File: config.mk
export PLATFORM = sky130hd
export DESIGN_NAME = urc_usart
export DESIGN_NICKNAME = d
export VERILOG_FILES = /design/src/urc_pkg.sv /design/src/urc_fifo2.sv /design/src/urc_usart.sv
export SDC_FILE = /design/constraint.sdc
export NUM_CORES = 1
export LEC_CHECK = 0
export ABC_CLOCK_PERIOD_IN_PS = 3600
export BUFFER_PORTS_ARGS = -buffer_cell sky130_fd_sc_hd__buf_2
export CORE_ASPECT_RATIO = 1.25
export CORE_UTILIZATION = 45
export CTS_CLUSTER_DIAMETER = 60
export DETAILED_ROUTE_END_ITERATION = 12
export GPL_TIMING_DRIVEN = 1
export SYNTH_ARGS = -nofsm -noshare
export SYNTH_HDL_FRONTEND = slang
export SYNTH_SLANG_ARGS = --single-unit
File: constraint.sdc
create_clock -name clock -period 3.6 [get_ports clock]
set_input_delay 0.54 -clock clock [delete_from_list [all_inputs] [get_ports clock]]
set_output_delay 0.54 -clock clock [all_outputs]
set_load 0.05 [all_outputs]
File: src/urc_pkg.sv
/*
  constants shared by the serial control block: register locations, field positions, reset values and frame
  encodings. assumes a byte-wide cpu i/o bus with a small local address.
*/
`default_nettype none
package urc_pkg;
  // local i/o addresses of the register locations
  localparam logic [2:0] ADDR_DATA    = 3'h0; // serial_data_port
  localparam logic [2:0] ADDR_STAT_A  = 3'h1; // serial_status_ctrl_a
  localparam logic [2:0] ADDR_CTRL_B  = 3'h2; // serial_ctrl_b
  localparam logic [2:0] ADDR_SHARED  = 3'h3; // baud_divisor_high / serial_ctrl_c
  localparam logic [2:0] ADDR_BAUD_LO = 3'h4; // baud_divisor_low
  // status a fields
  localparam int A_RXC = 7;
  localparam int A_TXC = 6;
  localparam int A_TX_BUFFER_EMPTY_FLAG = 5;
  localparam int A_FE = 4;
  localparam int A_DOR = 3;
  localparam int A_PE = 2;
  localparam int A_DBL = 1;
  localparam int A_MULTIPROC_FILTER = 0;
  // control b fields
  localparam int B_RX_COMPLETE_IRQ_ENABLE = 7;
  localparam int B_TX_COMPLETE_IRQ_ENABLE = 6;
  localparam int B_BUFFER_EMPTY_IRQ_ENABLE = 5;
  localparam int B_RECEIVER_ENABLE = 4;
  localparam int B_TRANSMITTER_ENABLE = 3;
  localparam int B_SZ2 = 2;
  localparam int B_RX_NINTH_BIT = 1;
  localparam int B_TX_NINTH_BIT = 0;
  // control c fields
  localparam int C_SEL = 7;
  localparam int C_MODE = 6;
  localparam int C_PAR_HI = 5;
  localparam int C_PAR_LO = 4;
  localparam int C_STOP = 3;
  localparam int C_SZ_HI = 2;
  localparam int C_SZ_LO = 1;
  // reset values
  localparam logic [7:0] RST_STAT_A = 8'h20;
  localparam logic [7:0] RST_CTRL_B = 8'h00;
  localparam logic [6:0] RST_CTRL_C = 7'h06;
  localparam logic [11:0] RST_BAUD = 12'h000;
  // last oversample index per bit, normal and double speed
  localparam logic [3:0] SPB_NORMAL = 4'hF;
  localparam logic [3:0] SPB_DOUBLE = 4'h7;
  // parity field codes and the nine-bit size code
  localparam logic [1:0] PAR_EVEN = 2'h2;
  localparam logic [1:0] PAR_ODD = 2'h3;
  localparam logic [2:0] SIZE_NINE = 3'h7;
  localparam int RX_WORD_W = 11; // {pe, fe, ninth, data}
endpackage : urc_pkg
`default_nettype wire

File: src/urc_fifo2.sv
/*
  two-entry first-in first-out buffer with valid/ready on both sides.
  assumes one clock and a synchronous reset-free flush input.
*/
`timescale 1ns/10ps
`default_nettype none
module urc_fifo2
  import urc_pkg::*;
#(
  parameter int W = RX_WORD_W
)(
  input  wire logic         clock,
  input  wire logic         rstSync_n,
  input  wire logic         flush,
  input  wire logic         inValid,
  output logic              inReady,
  input  wire logic [W-1:0] inData,
  output logic              outValid,
  input  wire logic         outReady,
  output logic [W-1:0]      outData
);
  logic [W-1:0] mem [2];   // storage entries
  logic         wrPtr;     // next slot written
  logic         rdPtr;     // head slot
  logic [1:0]   count;     // entries held
  logic         push;
  logic         pop;

  // honest flags from the count
  assign inReady = (count != 2'h2);
  assign outValid = (count != 2'h0);
  assign outData = mem[rdPtr];
  assign push = inValid && inReady;
  assign pop = outValid && outReady;

  // storage write
  always_ff @(posedge clock)
  begin
    if (push)
    begin
      mem[wrPtr] <= inData;
    end
  end

  // pointers and count
  always_ff @(posedge clock or negedge rstSync_n)
  begin
    if (!rstSync_n)
    begin
      wrPtr <= 1'b0;
      rdPtr <= 1'b0;
      count <= 2'h0;
    end
    else if (flush)
    begin
      wrPtr <= 1'b0;
      rdPtr <= 1'b0;
      count <= 2'h0;
    end
    else
    begin
      if (push) wrPtr <= ~wrPtr;
      if (pop) rdPtr <= ~rdPtr;
      count <= count + {1'b0, push} - {1'b0, pop};
    end
  end
endmodule : urc_fifo2
`default_nettype wire

File: src/urc_usart.sv
/*
  serial transceiver register control: data port, status flags, control registers, baud divider,
  a frame transmitter and receiver. assumes a single-cycle cpu i/o bus and an asynchronous rx pin.
*/
`timescale 1ns/10ps
`default_nettype none
module urc_usart
  import urc_pkg::*;
(
  input  wire logic       clock,
  input  wire logic       rst_n,
  input  wire logic [2:0] ioAddr,
  input  wire logic       ioWrite,
  input  wire logic       ioRead,
  input  wire logic [7:0] ioWdata,
  output logic [7:0]      ioRdata,
  input  wire logic       globalIrqEnable,
  input  wire logic       txcIrqAck,
  input  wire logic       rxdPin,
  output logic            rxdOwned,
  output logic            txdPin,
  output logic            txdOe,
  output logic            irqRxComplete,
  output logic            irqTxComplete,
  output logic            irqBufEmpty,
  output logic            syncMode
);
  typedef enum logic [2:0] {
    URC_IDLE  = 3'b000,
    URC_START = 3'b001,
    URC_DATA  = 3'b010,
    URC_PAR   = 3'b011,
    URC_STOP  = 3'b100,
    URC_STOP2 = 3'b101
  } urc_state_e;

  // character length in bits from the size code
  function automatic logic [3:0] charBits(input logic [2:0] code);
    charBits = (code == SIZE_NINE) ? 4'h9 : 4'h5 + {2'b00, code[1:0]};
  endfunction : charBits

  // parity of the valid data bits
  function automatic logic parityOf(input logic [8:0] d, input logic [3:0] n, input logic odd);
    logic p;
    p = odd;
    for (int i = 0; i < 9; i++)
      if (4'(i) < n) p = p ^ d[i];
    parityOf = p;
  endfunction : parityOf

  logic [1:0]  rstPipe;           // reset release stages
  logic        rstSync_n;         // released reset
  logic [7:0]  statA;             // writable bits of status a
  logic        txComplete;        // tx complete flag
  logic        overrun;           // overrun flag
  logic [7:0]  ctrlB;             // control b (rx ninth bit read live)
  logic [6:0]  ctrlC;             // control c without select bit
  logic [11:0] baudDiv;           // baud divisor
  logic [11:0] baudCnt;           // prescaler count
  logic        smpTick;           // oversample tick
  logic        prevSharedRd;      // shared read in previous cycle
  logic [2:0]  sizeCode;          // combined character size
  logic [3:0]  nBits;             // data bits per character
  logic [3:0]  spbLast;           // last oversample index
  logic        parOn;             // parity enabled
  logic        wrData;            // cpu write of data port
  logic        rdData;            // cpu read of data port
  logic [8:0]  txHold;            // tx holding buffer
  logic        txHoldFull;        // holding buffer occupied
  urc_state_e  txState;           // transmitter state
  logic [8:0]  txShift;           // tx shift register
  logic [3:0]  txSmp;             // tx oversample count
  logic [3:0]  txIdx;             // tx bit index
  logic        txPar;             // tx parity latched
  logic        txLine;            // tx serial level
  logic        txOn;              // transmitter owns the pin
  logic        txLoad;            // holding buffer to shifter
  logic        txBitEnd;          // end of tx bit time
  logic        txFrameEnd;        // last stop bit done
  logic [2:0]  rxSync;            // pin synchroniser
  logic        rxLevel;           // debounced rx level
  urc_state_e  rxState;           // receiver state
  logic [3:0]  rxSmp;             // rx oversample count
  logic [3:0]  rxIdx;             // rx bit index
  logic [8:0]  rxShift;           // rx data collector
  logic        rxParBad;          // parity mismatch
  logic        rxSample;          // rx sample point
  logic        rxStartSeen;       // start bit detected
  logic        pendValid;         // character waiting for fifo
  logic [10:0] pendWord;          // waiting character
  logic        fifoReady;         // fifo accepts
  logic        fifoValid;         // fifo holds data
  logic [10:0] fifoHead;          // head character
  logic        rxFlush;           // receiver disabled

  // reset release through two stages
  always_ff @(posedge clock or negedge rst_n)
  begin
    if (!rst_n) rstPipe <= 2'b00;
    else rstPipe <= {rstPipe[0], 1'b1};
  end
  assign rstSync_n = rstPipe[1];

  // frame format decode
  assign sizeCode = {ctrlB[B_SZ2], ctrlC[C_SZ_HI:C_SZ_LO]};
  assign nBits = charBits(sizeCode);
  assign parOn = ctrlC[C_PAR_HI];
  assign syncMode = ctrlC[C_MODE];
  assign spbLast = (statA[A_DBL] && !syncMode) ? SPB_DOUBLE : SPB_NORMAL;
  assign wrData = ioWrite && (ioAddr == ADDR_DATA);
  assign rdData = ioRead && (ioAddr == ADDR_DATA);
  assign rxFlush = !ctrlB[B_RECEIVER_ENABLE];

  // writable register bits
  always_ff @(posedge clock or negedge rstSync_n)
  begin
    if (!rstSync_n)
    begin
      statA <= RST_STAT_A;
      ctrlB <= RST_CTRL_B;
      ctrlC <= RST_CTRL_C;
      baudDiv <= RST_BAUD;
    end
    else if (ioWrite)
    begin
      case (ioAddr)
        ADDR_STAT_A: statA[A_DBL:A_MULTIPROC_FILTER] <= ioWdata[A_DBL:A_MULTIPROC_FILTER];
        ADDR_CTRL_B: ctrlB <= ioWdata;
        ADDR_SHARED:
          if (ioWdata[C_SEL]) ctrlC <= ioWdata[6:0];
          else baudDiv[11:8] <= ioWdata[3:0];
        ADDR_BAUD_LO: baudDiv[7:0] <= ioWdata[7:0];
        default: ;
      endcase
    end
  end

  // prescaler, restarted by a low-byte write
  always_ff @(posedge clock or negedge rstSync_n)
  begin
    if (!rstSync_n) baudCnt <= RST_BAUD;
    else if (ioWrite && ioAddr == ADDR_BAUD_LO) baudCnt <= {baudDiv[11:8], ioWdata};
    else if (baudCnt == 12'h000) baudCnt <= baudDiv;
    else baudCnt <= baudCnt - 12'h001;
  end
  assign smpTick = (baudCnt == 12'h000);

  // shared location read timing
  always_ff @(posedge clock or negedge rstSync_n)
  begin
    if (!rstSync_n) prevSharedRd <= 1'b0;
    else prevSharedRd <= ioRead && (ioAddr == ADDR_SHARED);
  end

  // read data capture
  always_ff @(posedge clock or negedge rstSync_n)
  begin
    if (!rstSync_n) ioRdata <= 8'h00;
    else if (ioRead)
    begin
      case (ioAddr)
        ADDR_DATA: ioRdata <= fifoValid ? fifoHead[7:0] : 8'h00;
        ADDR_STAT_A: ioRdata <= {fifoValid, txComplete, !txHoldFull,
                                 fifoValid & fifoHead[9], overrun,
                                 fifoValid & fifoHead[10], statA[A_DBL:A_MULTIPROC_FILTER]};
        ADDR_CTRL_B: ioRdata <= {ctrlB[7:2], fifoHead[8] & fifoValid, ctrlB[B_TX_NINTH_BIT]};
        ADDR_SHARED:
          if (prevSharedRd) ioRdata <= {1'b1, ctrlC};
          else ioRdata <= {4'h0, baudDiv[11:8]};
        ADDR_BAUD_LO: ioRdata <= baudDiv[7:0];
        default: ioRdata <= 8'h00;
      endcase
    end
  end

  // transmit holding buffer
  always_ff @(posedge clock or negedge rstSync_n)
  begin
    if (!rstSync_n)
    begin
      txHold <= 9'h000;
      txHoldFull <= 1'b0;
    end
    else if (wrData && !txHoldFull)
    begin
      txHold <= {ctrlB[B_TX_NINTH_BIT], ioWdata};
      txHoldFull <= 1'b1;
    end
    else if (txLoad) txHoldFull <= 1'b0;
  end

  // transmitter ownership of the pin
  always_ff @(posedge clock or negedge rstSync_n)
  begin
    if (!rstSync_n) txOn <= 1'b0;
    else if (ctrlB[B_TRANSMITTER_ENABLE]) txOn <= 1'b1;
    else if (txState == URC_IDLE && !txHoldFull) txOn <= 1'b0;
  end

  assign txLoad = txOn && txHoldFull && txState == URC_IDLE;
  assign txBitEnd = smpTick && txSmp == spbLast;
  assign txFrameEnd = txBitEnd && (txState == URC_STOP2 || (txState == URC_STOP && !ctrlC[C_STOP]));

  // transmit frame sequencer
  always_ff @(posedge clock or negedge rstSync_n)
  begin
    if (!rstSync_n)
    begin
      txState <= URC_IDLE;
      txShift <= 9'h000;
      txSmp <= 4'h0;
      txIdx <= 4'h0;
      txPar <= 1'b0;
      txLine <= 1'b1;
    end
    else
    begin
      if (smpTick) txSmp <= (txSmp == spbLast) ? 4'h0 : txSmp + 4'h1;
      case (txState)
        URC_IDLE:
        begin
          txLine <= 1'b1;
          if (txLoad)
          begin
            txShift <= txHold;
            txPar <= parityOf(txHold, nBits, ctrlC[C_PAR_LO]);
            txState <= URC_START;
            txSmp <= 4'h0;
            txLine <= 1'b0;
          end
        end
        URC_START:
          if (txBitEnd)
          begin
            txState <= URC_DATA;
            txIdx <= 4'h0;
            txLine <= txShift[0];
          end
        URC_DATA:
          if (txBitEnd)
          begin
            if (txIdx == nBits - 4'h1)
            begin
              txState <= parOn ? URC_PAR : URC_STOP;
              txLine <= parOn ? txPar : 1'b1;
            end
            else
            begin
              txIdx <= txIdx + 4'h1;
              txLine <= txShift[txIdx + 4'h1];
            end
          end
        URC_PAR:
          if (txBitEnd)
          begin
            txState <= URC_STOP;
            txLine <= 1'b1;
          end
        URC_STOP:
          if (txBitEnd) txState <= ctrlC[C_STOP] ? URC_STOP2 : URC_IDLE;
        URC_STOP2:
          if (txBitEnd) txState <= URC_IDLE;
        default: txState <= URC_IDLE;
      endcase
    end
  end

  // transmit complete flag, set beats clear
  always_ff @(posedge clock or negedge rstSync_n)
  begin
    if (!rstSync_n) txComplete <= 1'b0;
    else if (txFrameEnd && !txHoldFull) txComplete <= 1'b1;
    else if (txcIrqAck || (ioWrite && ioAddr == ADDR_STAT_A && ioWdata[A_TXC])) txComplete <= 1'b0;
  end

  assign txdPin = txOn ? txLine : 1'b1;
  assign txdOe = txOn;

  // rx pin synchroniser
  always_ff @(posedge clock or negedge rstSync_n)
  begin
    if (!rstSync_n)
    begin
      rxSync <= 3'b111;
      rxLevel <= 1'b1;
    end
    else
    begin
      rxSync <= {rxSync[1:0], rxdPin};
      if (rxSync[2] == rxSync[1]) rxLevel <= rxSync[1];
    end
  end

  assign rxdOwned = ctrlB[B_RECEIVER_ENABLE];
  assign rxStartSeen = rxState == URC_IDLE && ctrlB[B_RECEIVER_ENABLE] && !rxLevel;
  assign rxSample = smpTick && rxSmp == {1'b0, spbLast[3:1]};

  // receive frame sequencer, samples at mid bit
  always_ff @(posedge clock or negedge rstSync_n)
  begin
    if (!rstSync_n)
    begin
      rxState <= URC_IDLE;
      rxSmp <= 4'h0;
      rxIdx <= 4'h0;
      rxShift <= 9'h000;
      rxParBad <= 1'b0;
    end
    else if (rxFlush) rxState <= URC_IDLE;
    else
    begin
      if (smpTick) rxSmp <= (rxSmp == spbLast) ? 4'h0 : rxSmp + 4'h1;
      case (rxState)
        URC_IDLE:
          if (rxStartSeen)
          begin
            rxState <= URC_START;
            rxSmp <= 4'h0;
          end
        URC_START:
          if (rxSample)
          begin
            rxState <= rxLevel ? URC_IDLE : URC_DATA;
            rxIdx <= 4'h0;
            rxShift <= 9'h000;
          end
        URC_DATA:
          if (rxSample)
          begin
            rxShift[rxIdx] <= rxLevel;
            rxIdx <= rxIdx + 4'h1;
            if (rxIdx == nBits - 4'h1) rxState <= parOn ? URC_PAR : URC_STOP;
          end
        URC_PAR:
          if (rxSample)
          begin
            rxParBad <= parityOf(rxShift, nBits, ctrlC[C_PAR_LO]) != rxLevel;
            rxState <= URC_STOP;
          end
        URC_STOP:
          if (rxSample) rxState <= URC_IDLE;
        default: rxState <= URC_IDLE;
      endcase
    end
  end

  // character handed to the fifo, held while full
  always_ff @(posedge clock or negedge rstSync_n)
  begin
    if (!rstSync_n)
    begin
      pendValid <= 1'b0;
      pendWord <= 11'h000;
    end
    else if (rxFlush) pendValid <= 1'b0;
    else if (rxState == URC_STOP && rxSample)
    begin
      // address indication: ninth bit or first stop bit
      if (!statA[A_MULTIPROC_FILTER] || (sizeCode == SIZE_NINE ? rxShift[8] : rxLevel))
      begin
        pendValid <= 1'b1;
        pendWord <= {parOn & rxParBad, !rxLevel, rxShift};
      end
    end
    else if (fifoReady) pendValid <= 1'b0;
  end

  // overrun flag, set beats the read clear
  always_ff @(posedge clock or negedge rstSync_n)
  begin
    if (!rstSync_n) overrun <= 1'b0;
    else if (rxFlush) overrun <= 1'b0;
    else if (pendValid && !fifoReady && rxStartSeen) overrun <= 1'b1;
    else if (rdData) overrun <= 1'b0;
  end

  // two-entry receive buffer, popped by any data port read
  urc_fifo2 #(
    .W (RX_WORD_W)
  ) rxFifo (
    .clock     (clock),
    .rstSync_n (rstSync_n),
    .flush     (rxFlush),
    .inValid   (pendValid),
    .inReady   (fifoReady),
    .inData    (pendWord),
    .outValid  (fifoValid),
    .outReady  (rdData),
    .outData   (fifoHead)
  );

  // interrupt requests
  assign irqRxComplete = ctrlB[B_RX_COMPLETE_IRQ_ENABLE] && globalIrqEnable && fifoValid;
  assign irqTxComplete = ctrlB[B_TX_COMPLETE_IRQ_ENABLE] && globalIrqEnable && txComplete;
  assign irqBufEmpty = ctrlB[B_BUFFER_EMPTY_IRQ_ENABLE] && globalIrqEnable && !txHoldFull;
endmodule : urc_usart
`default_nettype wire

==> results.json, run 1 <==
{
  "holdBufCountCts": 1,
  "drtIter0Drc": 437,
  "ant_nets": 0,
  "hold_class": "in2reg",
  "post-cts-setup-buffers": 0,
  "drv_slew": 0,
  "status": "completed",
  "nFillCells": 1480,
  "finalSetupTns_ps": 0,
  "skew_ps": 8.262,
  "post_cts_resized": 0,
  "p_total_mw": 5.058,
  "start_kind": "flop",
  "grt_antenna_before_repair": 0,
  "gp_congestion": 0.8489,
  "p_clk_share_pct": 35.7,
  "hpwl_um": 13050,
  "fin_area_um2": 8640,
  "wire_per_inst_um": 18.33,
  "regArea_um2": 3851,
  "layout_setup_ws_ps": 597.5,
  "worst_path_largest_cell_delay_ps": 630,
  "path_buf_inv": 2,
  "syn_avg_cell_area_um2": 10.45,
  "multi_input_area_um2": 3573,
  "clk_latency_ps": 430,
  "synth_cell_types": 67,
  "fp.dieW_um": 118.6,
  "fin_nets": 795,
  "cpMaxStageDelayCell": "dfstp_2",
  "crit_fanout": 9,
  "die_y_um": 147.7,
  "ios": 33,
  "synth_nets": 766,
  "post-route-drc-count": 0,
  "hold_depth": 1,
  "core_area_um2": 16400,
  "num_rows": 52,
  "synth_async_sr_flop_share_pct": 85.23,
  "syn2layout_area_growth_pct": 13.05,
  "wl_um": 18130,
  "cts-root-buf": "clkbuf_16",
  "yosysSeqAreaShare_pct": 50.34,
  "cts.sinks": 149,
  "cts_tree": "done",
  "intPower_mw": 3.460,
  "post-route-period-util_pct": 83.40,
  "pre_cts_ws_ps": 599.2,
  "r2r_cells": 10,
  "p_seq_share_pct": 43.9,
  "die_area_um2": 17510,
  "leakagePower_nw": 3.787,
  "path_delay_family": "compound AO/OA/AOI/OAI gates",
  "ys_warn_count": 0,
  "worst_slew_pin_slew_ps": 1050,
  "switchingPower_mw": 1.598,
  "ctsLongestPathBuffers": 2,
  "period_needed_ps": 3002,
  "swShare_pct": 31.59,
  "path_depth": 10,
  "synth_edf_count": 22,
  "viasPerCell": 5.664,
  "path_clk_slew_ps": 60,
  "synth_seq_cells": 149,
  "power.density_nw_per_um2": 585.4,
  "synth-main-ff-cell": "dfrtp_1",
  "setup_viol": 0,
  "drive_above_1_share_pct": 17.21,
  "cts_buffers": 17,
  "whs_ps": 201.1,
  "crit_chain": "inv_1 > ha_1 > inv_1 > ha_1 > xor2_1 > mux2i_1 > a311oi_1 > o21ba_2 > o21ai_1 > mux2_2",
  "n_antenna_cell": 0,
  "rsz0062_at_grt": "no",
  "dpl-instance-area_um2": 8033,
  "p_comb_share_pct": 20.4,
  "maxCapViolations": 0,
  "worstSetupPathType": "reg2reg",
  "via_count": 5602,
  "dr.pass1.iters": 6,
  "max_freq_mhz": 333.1,
  "h-tree-depth": 4,
  "synthCells": 731,
  "cp.arrival_ps": 3320,
  "grt_pass1_vias": 5521,
  "initial_utilization_pct": 46.61,
  "grt_usage_pct": 21.95,
  "grt_overflow_total": 0,
  "vdd_drop_max_mv": 0.4048,
  "finalHoldViolations": 0,
  "grt_max_degree": 71,
  "maxSlewHeadroom_pct": 29.49,
  "grt_pass1_wl_um": 29550,
  "cp-end-kind": "flop",
  "cp_data_required_time_ps": 3920,
  "port_buffers": 32,
  "syn_area_um2": 7642
}
[layer usage]
metal  share of wire, %  GRT usage (%)  vias to the layer above
li1                   -              -                     2673
met1                 44          27.93                     2794
met4                2.0          8.797                        0
met5                  0              0                        -
met3                3.3          4.051                       25
met2                 50          36.96                      110
[worst register-to-register path: stages (launching register included)]
cell and delay (ps):
dfstp_2 630, inv_1 110, ha_1 300, inv_1 100
ha_1 280, xor2_1 240, mux2i_1 110, a311oi_1 410
o21ba_2 270, o21ai_1 150, mux2_2 290
[path summary, 6_finish.rpt]
check	from	to	slack (ps)
max in group asynchronous	rstPipe[1]	ctrlC[2]	2270
min reg2reg	rxSync[0]	rxSync[1]	360
max	ctrlC[1]	txIdx[0]	600
max reg2reg	ctrlC[1]	txIdx[0]	600
min in group asynchronous	rst_n	rstPipe[1]	410
min	rxdPin	rxSync[0]	200
[metrics by stage]
step	util (%)	cells
global route	52.69	989
floorplan	-	731
CTS	52.69	989
detailed placement	48.99	956
global placement	48.99	956
finish	52.69	989
[placed cells by master (no fill, tap or decap), drive strengths merged, types with 5 or more instances in the layout]
master and count:
buf 40, edfxtp 22, a22o 6, mux2i 20
ha 17, a21oi 19, o21ai 56, nand3 27
a22oi 8, inv 34, o22ai 6, nor4 8
dfstp 7, a31oi 5, dfrtp 120, xor2 14
nor3 12, and3 10, clkinv 6, nand2 85
nor2 46, clkbuf 17, nand2b 17, nor2b 16
xnor2 29, mux2 45, o2bb2ai 10
[cell usage after synthesis (3+ instances only)]
library cell  count  area (um2)
a2111oi_0         3       26.28
a211oi_1          4       30.03
a21oi_1          19       95.09
a22o_1            6       52.55
a22oi_1           8       60.06
a31oi_1           5       31.28
a32o_1            3       30.03
and2_1            4       25.02
and3_1           10       62.56
clkbuf_1         27       101.4
dfrtp_1         120        3003
dfstp_2           7       183.9
edfxtp_1         22       660.6
ha_1             17       212.7
inv_1            27       101.4
mux2_1            8       90.09
mux2_2           37       416.7
mux2i_1          20       200.2
nand2_1          85       319.1
nand2b_1         17       106.4
nand3_1          27       135.1
nand4_1           3       18.77
nor2_1           46       172.7
nor2b_1          16       100.1
nor3_1           12       60.06
nor3b_1           3       22.52
nor4_1            7       43.79
o21ai_0          49       245.2
o21ai_1           7       35.03
o221a_2           3       33.78
o22ai_1           6       37.54
o2bb2ai_1        10       87.58
o31ai_1           3       22.52
o41ai_1           4       35.03
or2_2             4       25.02
or3_1             3       18.77
xnor2_1          29       254.0
xor2_1           14       122.6
[power by group through the flow]
stage / combinational (mW) / sequential [mW] / clock [mW]
finish: 1.03 / 2.22 / 1.81
global route: 1.15 / 2.26 / 1.90
CTS: 1.04 / 2.22 / 1.84
detailed placement: 1.03 / 2.25 / 0
global placement: 1.01 / 2.24 / 0
floorplan: 0.805 / 2.17 / 0
[area by class of cell]
type | count | share of cell area (%)
clock inverter | 15 | 1.984
sequential | 149 | 44.58
clock buffer | 17 | 4.924
tap | 216 | 3.128
multi-input combinational | 523 | 41.36
timing repair buffer | 41 | 2.810
inverter | 28 | 1.217
[logic make-up after synthesis]
family,count (synthesis),synth area share (%)
adders and majority gates,18,2.914
xor gates and xnor gates,45,5.517
AOI/OAI and AO/OA,145,12.39
DFF,149,50.34
buffers and inverters,59,2.980
other,1,0.04907
and+or+nand+nor,247,15.96
muxes,67,9.840
[sequential cells by signal, indices dropped and copies added, names as in the netlist, 2 cells and up]
name,cells
rxSync,3
ioRdata,8
ctrlC,7
rxState,3
rxShift,9
txSmp,4
rxSmp,4
rstPipe,2
baudCnt,12
rxIdx,4
txIdx,4
baudDiv,12
txHold,9
rxFifo.mem,22
txState,3
txShift,9
pendWord,11
rxFifo.count,2
statA,2
ctrlB,7
No activity file was read; power rests on OpenSTA's default activity.
==> inputs of run 2 (changes only) <==
Settings changed: ABC_CLOCK_PERIOD_IN_PS 3600 to 3100.
Clock period 3.6 ns to 3.1 ns, I/O delays scaled along.
==> results.json, run 2 (synthesis results as in run 1) <==
{
  "status": "completed",
  "gp_congestion": 0.8724,
  "max_freq_mhz": 351.7,
  "pre_cts_ws_ps": 183.6,
  "layout_setup_ws_ps": 256.8,
  "fin_area_um2": 8671,
  "final_common_cell": "dfrtp_1",
  "hold_depth": 1,
  "finalSetupTns_ps": 0,
  "dr.pass1.iters": 5,
  "initial_utilization_pct": 46.61,
  "final_cell_mix": "119 x dfrtp_1, 85 x nand2_1, 49 x o21ai_0, 46 x nor2_1, 37 x mux2_2",
  "hpwl_um": 13420,
  "cp-end-kind": "flop",
  "grt_pass1_wl_um": 30730,
  "ios": 33,
  "grt_antenna_before_repair": 0,
  "post-route-drc-count": 0,
  "cts.sinks": 149,
  "cts-root-buf": "clkbuf_16",
  "largest_reg_flops": 22,
  "fp.dieW_um": 118.6,
  "cts_tree": "done",
  "finalNonFillerCells": 995,
  "h-tree-depth": 4,
  "vdd_drop_max_mv": 0.4002,
  "maxCapViolations": 0,
  "worst_path_largest_cell_delay_ps": 630,
  "whs_ps": 132.7,
  "leakagePower_nw": 3.801,
  "syn2layout_area_growth_pct": 13.46,
  "core_area_um2": 16400,
  "p_total_mw": 5.859,
  "port_buffers": 32,
  "utilization_pct": 52.88,
  "rsz0062_at_grt": "no",
  "power.density_nw_per_um2": 675.7,
  "ctsLongestPathBuffers": 2,
  "skew_ps": 10.27,
  "drtIter0Drc": 362,
  "ant_nets": 0,
  "clk_latency_ps": 430,
  "drv_slew": 0,
  "cp.arrival_ps": 3160,
  "num_rows": 52,
  "die_area_um2": 17510,
  "hold_class": "in2reg",
  "worst_slew_pin_slew_ps": 947.6,
  "worstSetupPathType": "reg2reg",
  "wl_um": 18690,
  "crit_chain": "inv_1 > ha_1 > inv_1 > ha_1 > xnor3_1 > nor3_1 > a311oi_2 > o21ba_2 > o21ai_1 > mux2_2",
  "top_regs": "rxFifo.mem: 22 flops, baudCnt: 12 flops, baudDiv: 12 flops",
  "grt_max_degree": 63,
  "fin_nets": 801,
  "n_antenna_cell": 0,
  "die_y_um": 147.7,
  "drive_above_1_share_pct": 18.10,
  "grt_pass1_vias": 5581,
  "wire_per_inst_um": 18.78,
  "post-route-period-util_pct": 91.72,
  "maxSlewHeadroom_pct": 36.60,
  "viasPerCell": 5.690,
  "period_needed_ps": 2843,
  "cpMaxStageDelayCell": "dfstp_2",
  "numPlacedInstances": 962,
  "via_count": 5662,
  "finalHoldViolations": 0,
  "path_clk_slew_ps": 70,
  "largest-register": "rxFifo.mem",
  "crit_fanout": 9,
  "cts_buffers": 17,
  "dpl-instance-area_um2": 8065,
  "cp_data_required_time_ps": 3410,
  "r2r_cells": 10,
  "nFillCells": 1501,
  "start_kind": "flop",
  "setup_viol": 0,
  "grt_usage_pct": 22.79,
  "grt_overflow_total": 0
}
## run 2: cell types whose count changed in the layout (fill, tap and decap cells not counted), sizes merged
| cell | delta |
|---|---|
| buf | +6 |
| bufinv | -1 |
| clkinv | -2 |
| clkinvlp | +2 |
| inv | +1 |
## run 2: cell type report
type,instances,area [um2],share of cell area [%]
Multi-Input combinational cell,523,3580,41.28
Timing Repair Buffer,47,275.3,3.175
Clock buffer,17,425.4,4.906
Inverter,28,105.1,1.212
Tap cell,216,270.3,3.117
Clock inverter,15,163.9,1.890
Sequential cell,149,3851,44.42
## run 2: report_power, final
part           total (mW)  internal [mW]  switching [mW]
sequential           2.58           2.23           0.343
clock                2.05           1.14           0.913
combinational        1.23          0.589           0.641
total                5.86           3.96            1.90
## run 2: critical path, delay by kind of cell (launching register included)
| kind | cells | cell delay (ps) |
|---|---|---|
| buf+inv | 2 | 160 |
| compound gates | 3 | 730 |
| xor+xnor | 1 | 370 |
| fa+ha+maj | 2 | 500 |
| flops | 1 | 630 |
| mux | 1 | 290 |
| simple gates | 1 | 50 |
## run 2: final timing paths
path	slack, ps	startpoint	to
worst max register to register	260	ctrlC[1]	txIdx[0]
min in group asynchronous	340	rst_n	rstPipe[1]
worst max-delay path	260	ctrlC[1]	txIdx[0]
worst min-delay path	130	rxdPin	rxSync[0]
worst min register to register	360	rxSync[0]	rxSync[1]
max in group asynchronous	1750	rstPipe[1]	baudDiv[3]
## run 2: layer usage
metal  share of wire (%)  track usage [%]  up-vias
met3                 2.7            4.282       29
met1                  45            29.23     2839
met4                 2.2            9.241        0
li1                    -                -     2678
met2                  50            37.98      116
met5                   0                0        -
## run 2: timing repair
item                                   CTS  global route
hold buffers                             1             0
setup buffers                            0             0
endpoints found under the hold margin    2             0
resized for setup                        0             1
setup endpoints to repair                0             3
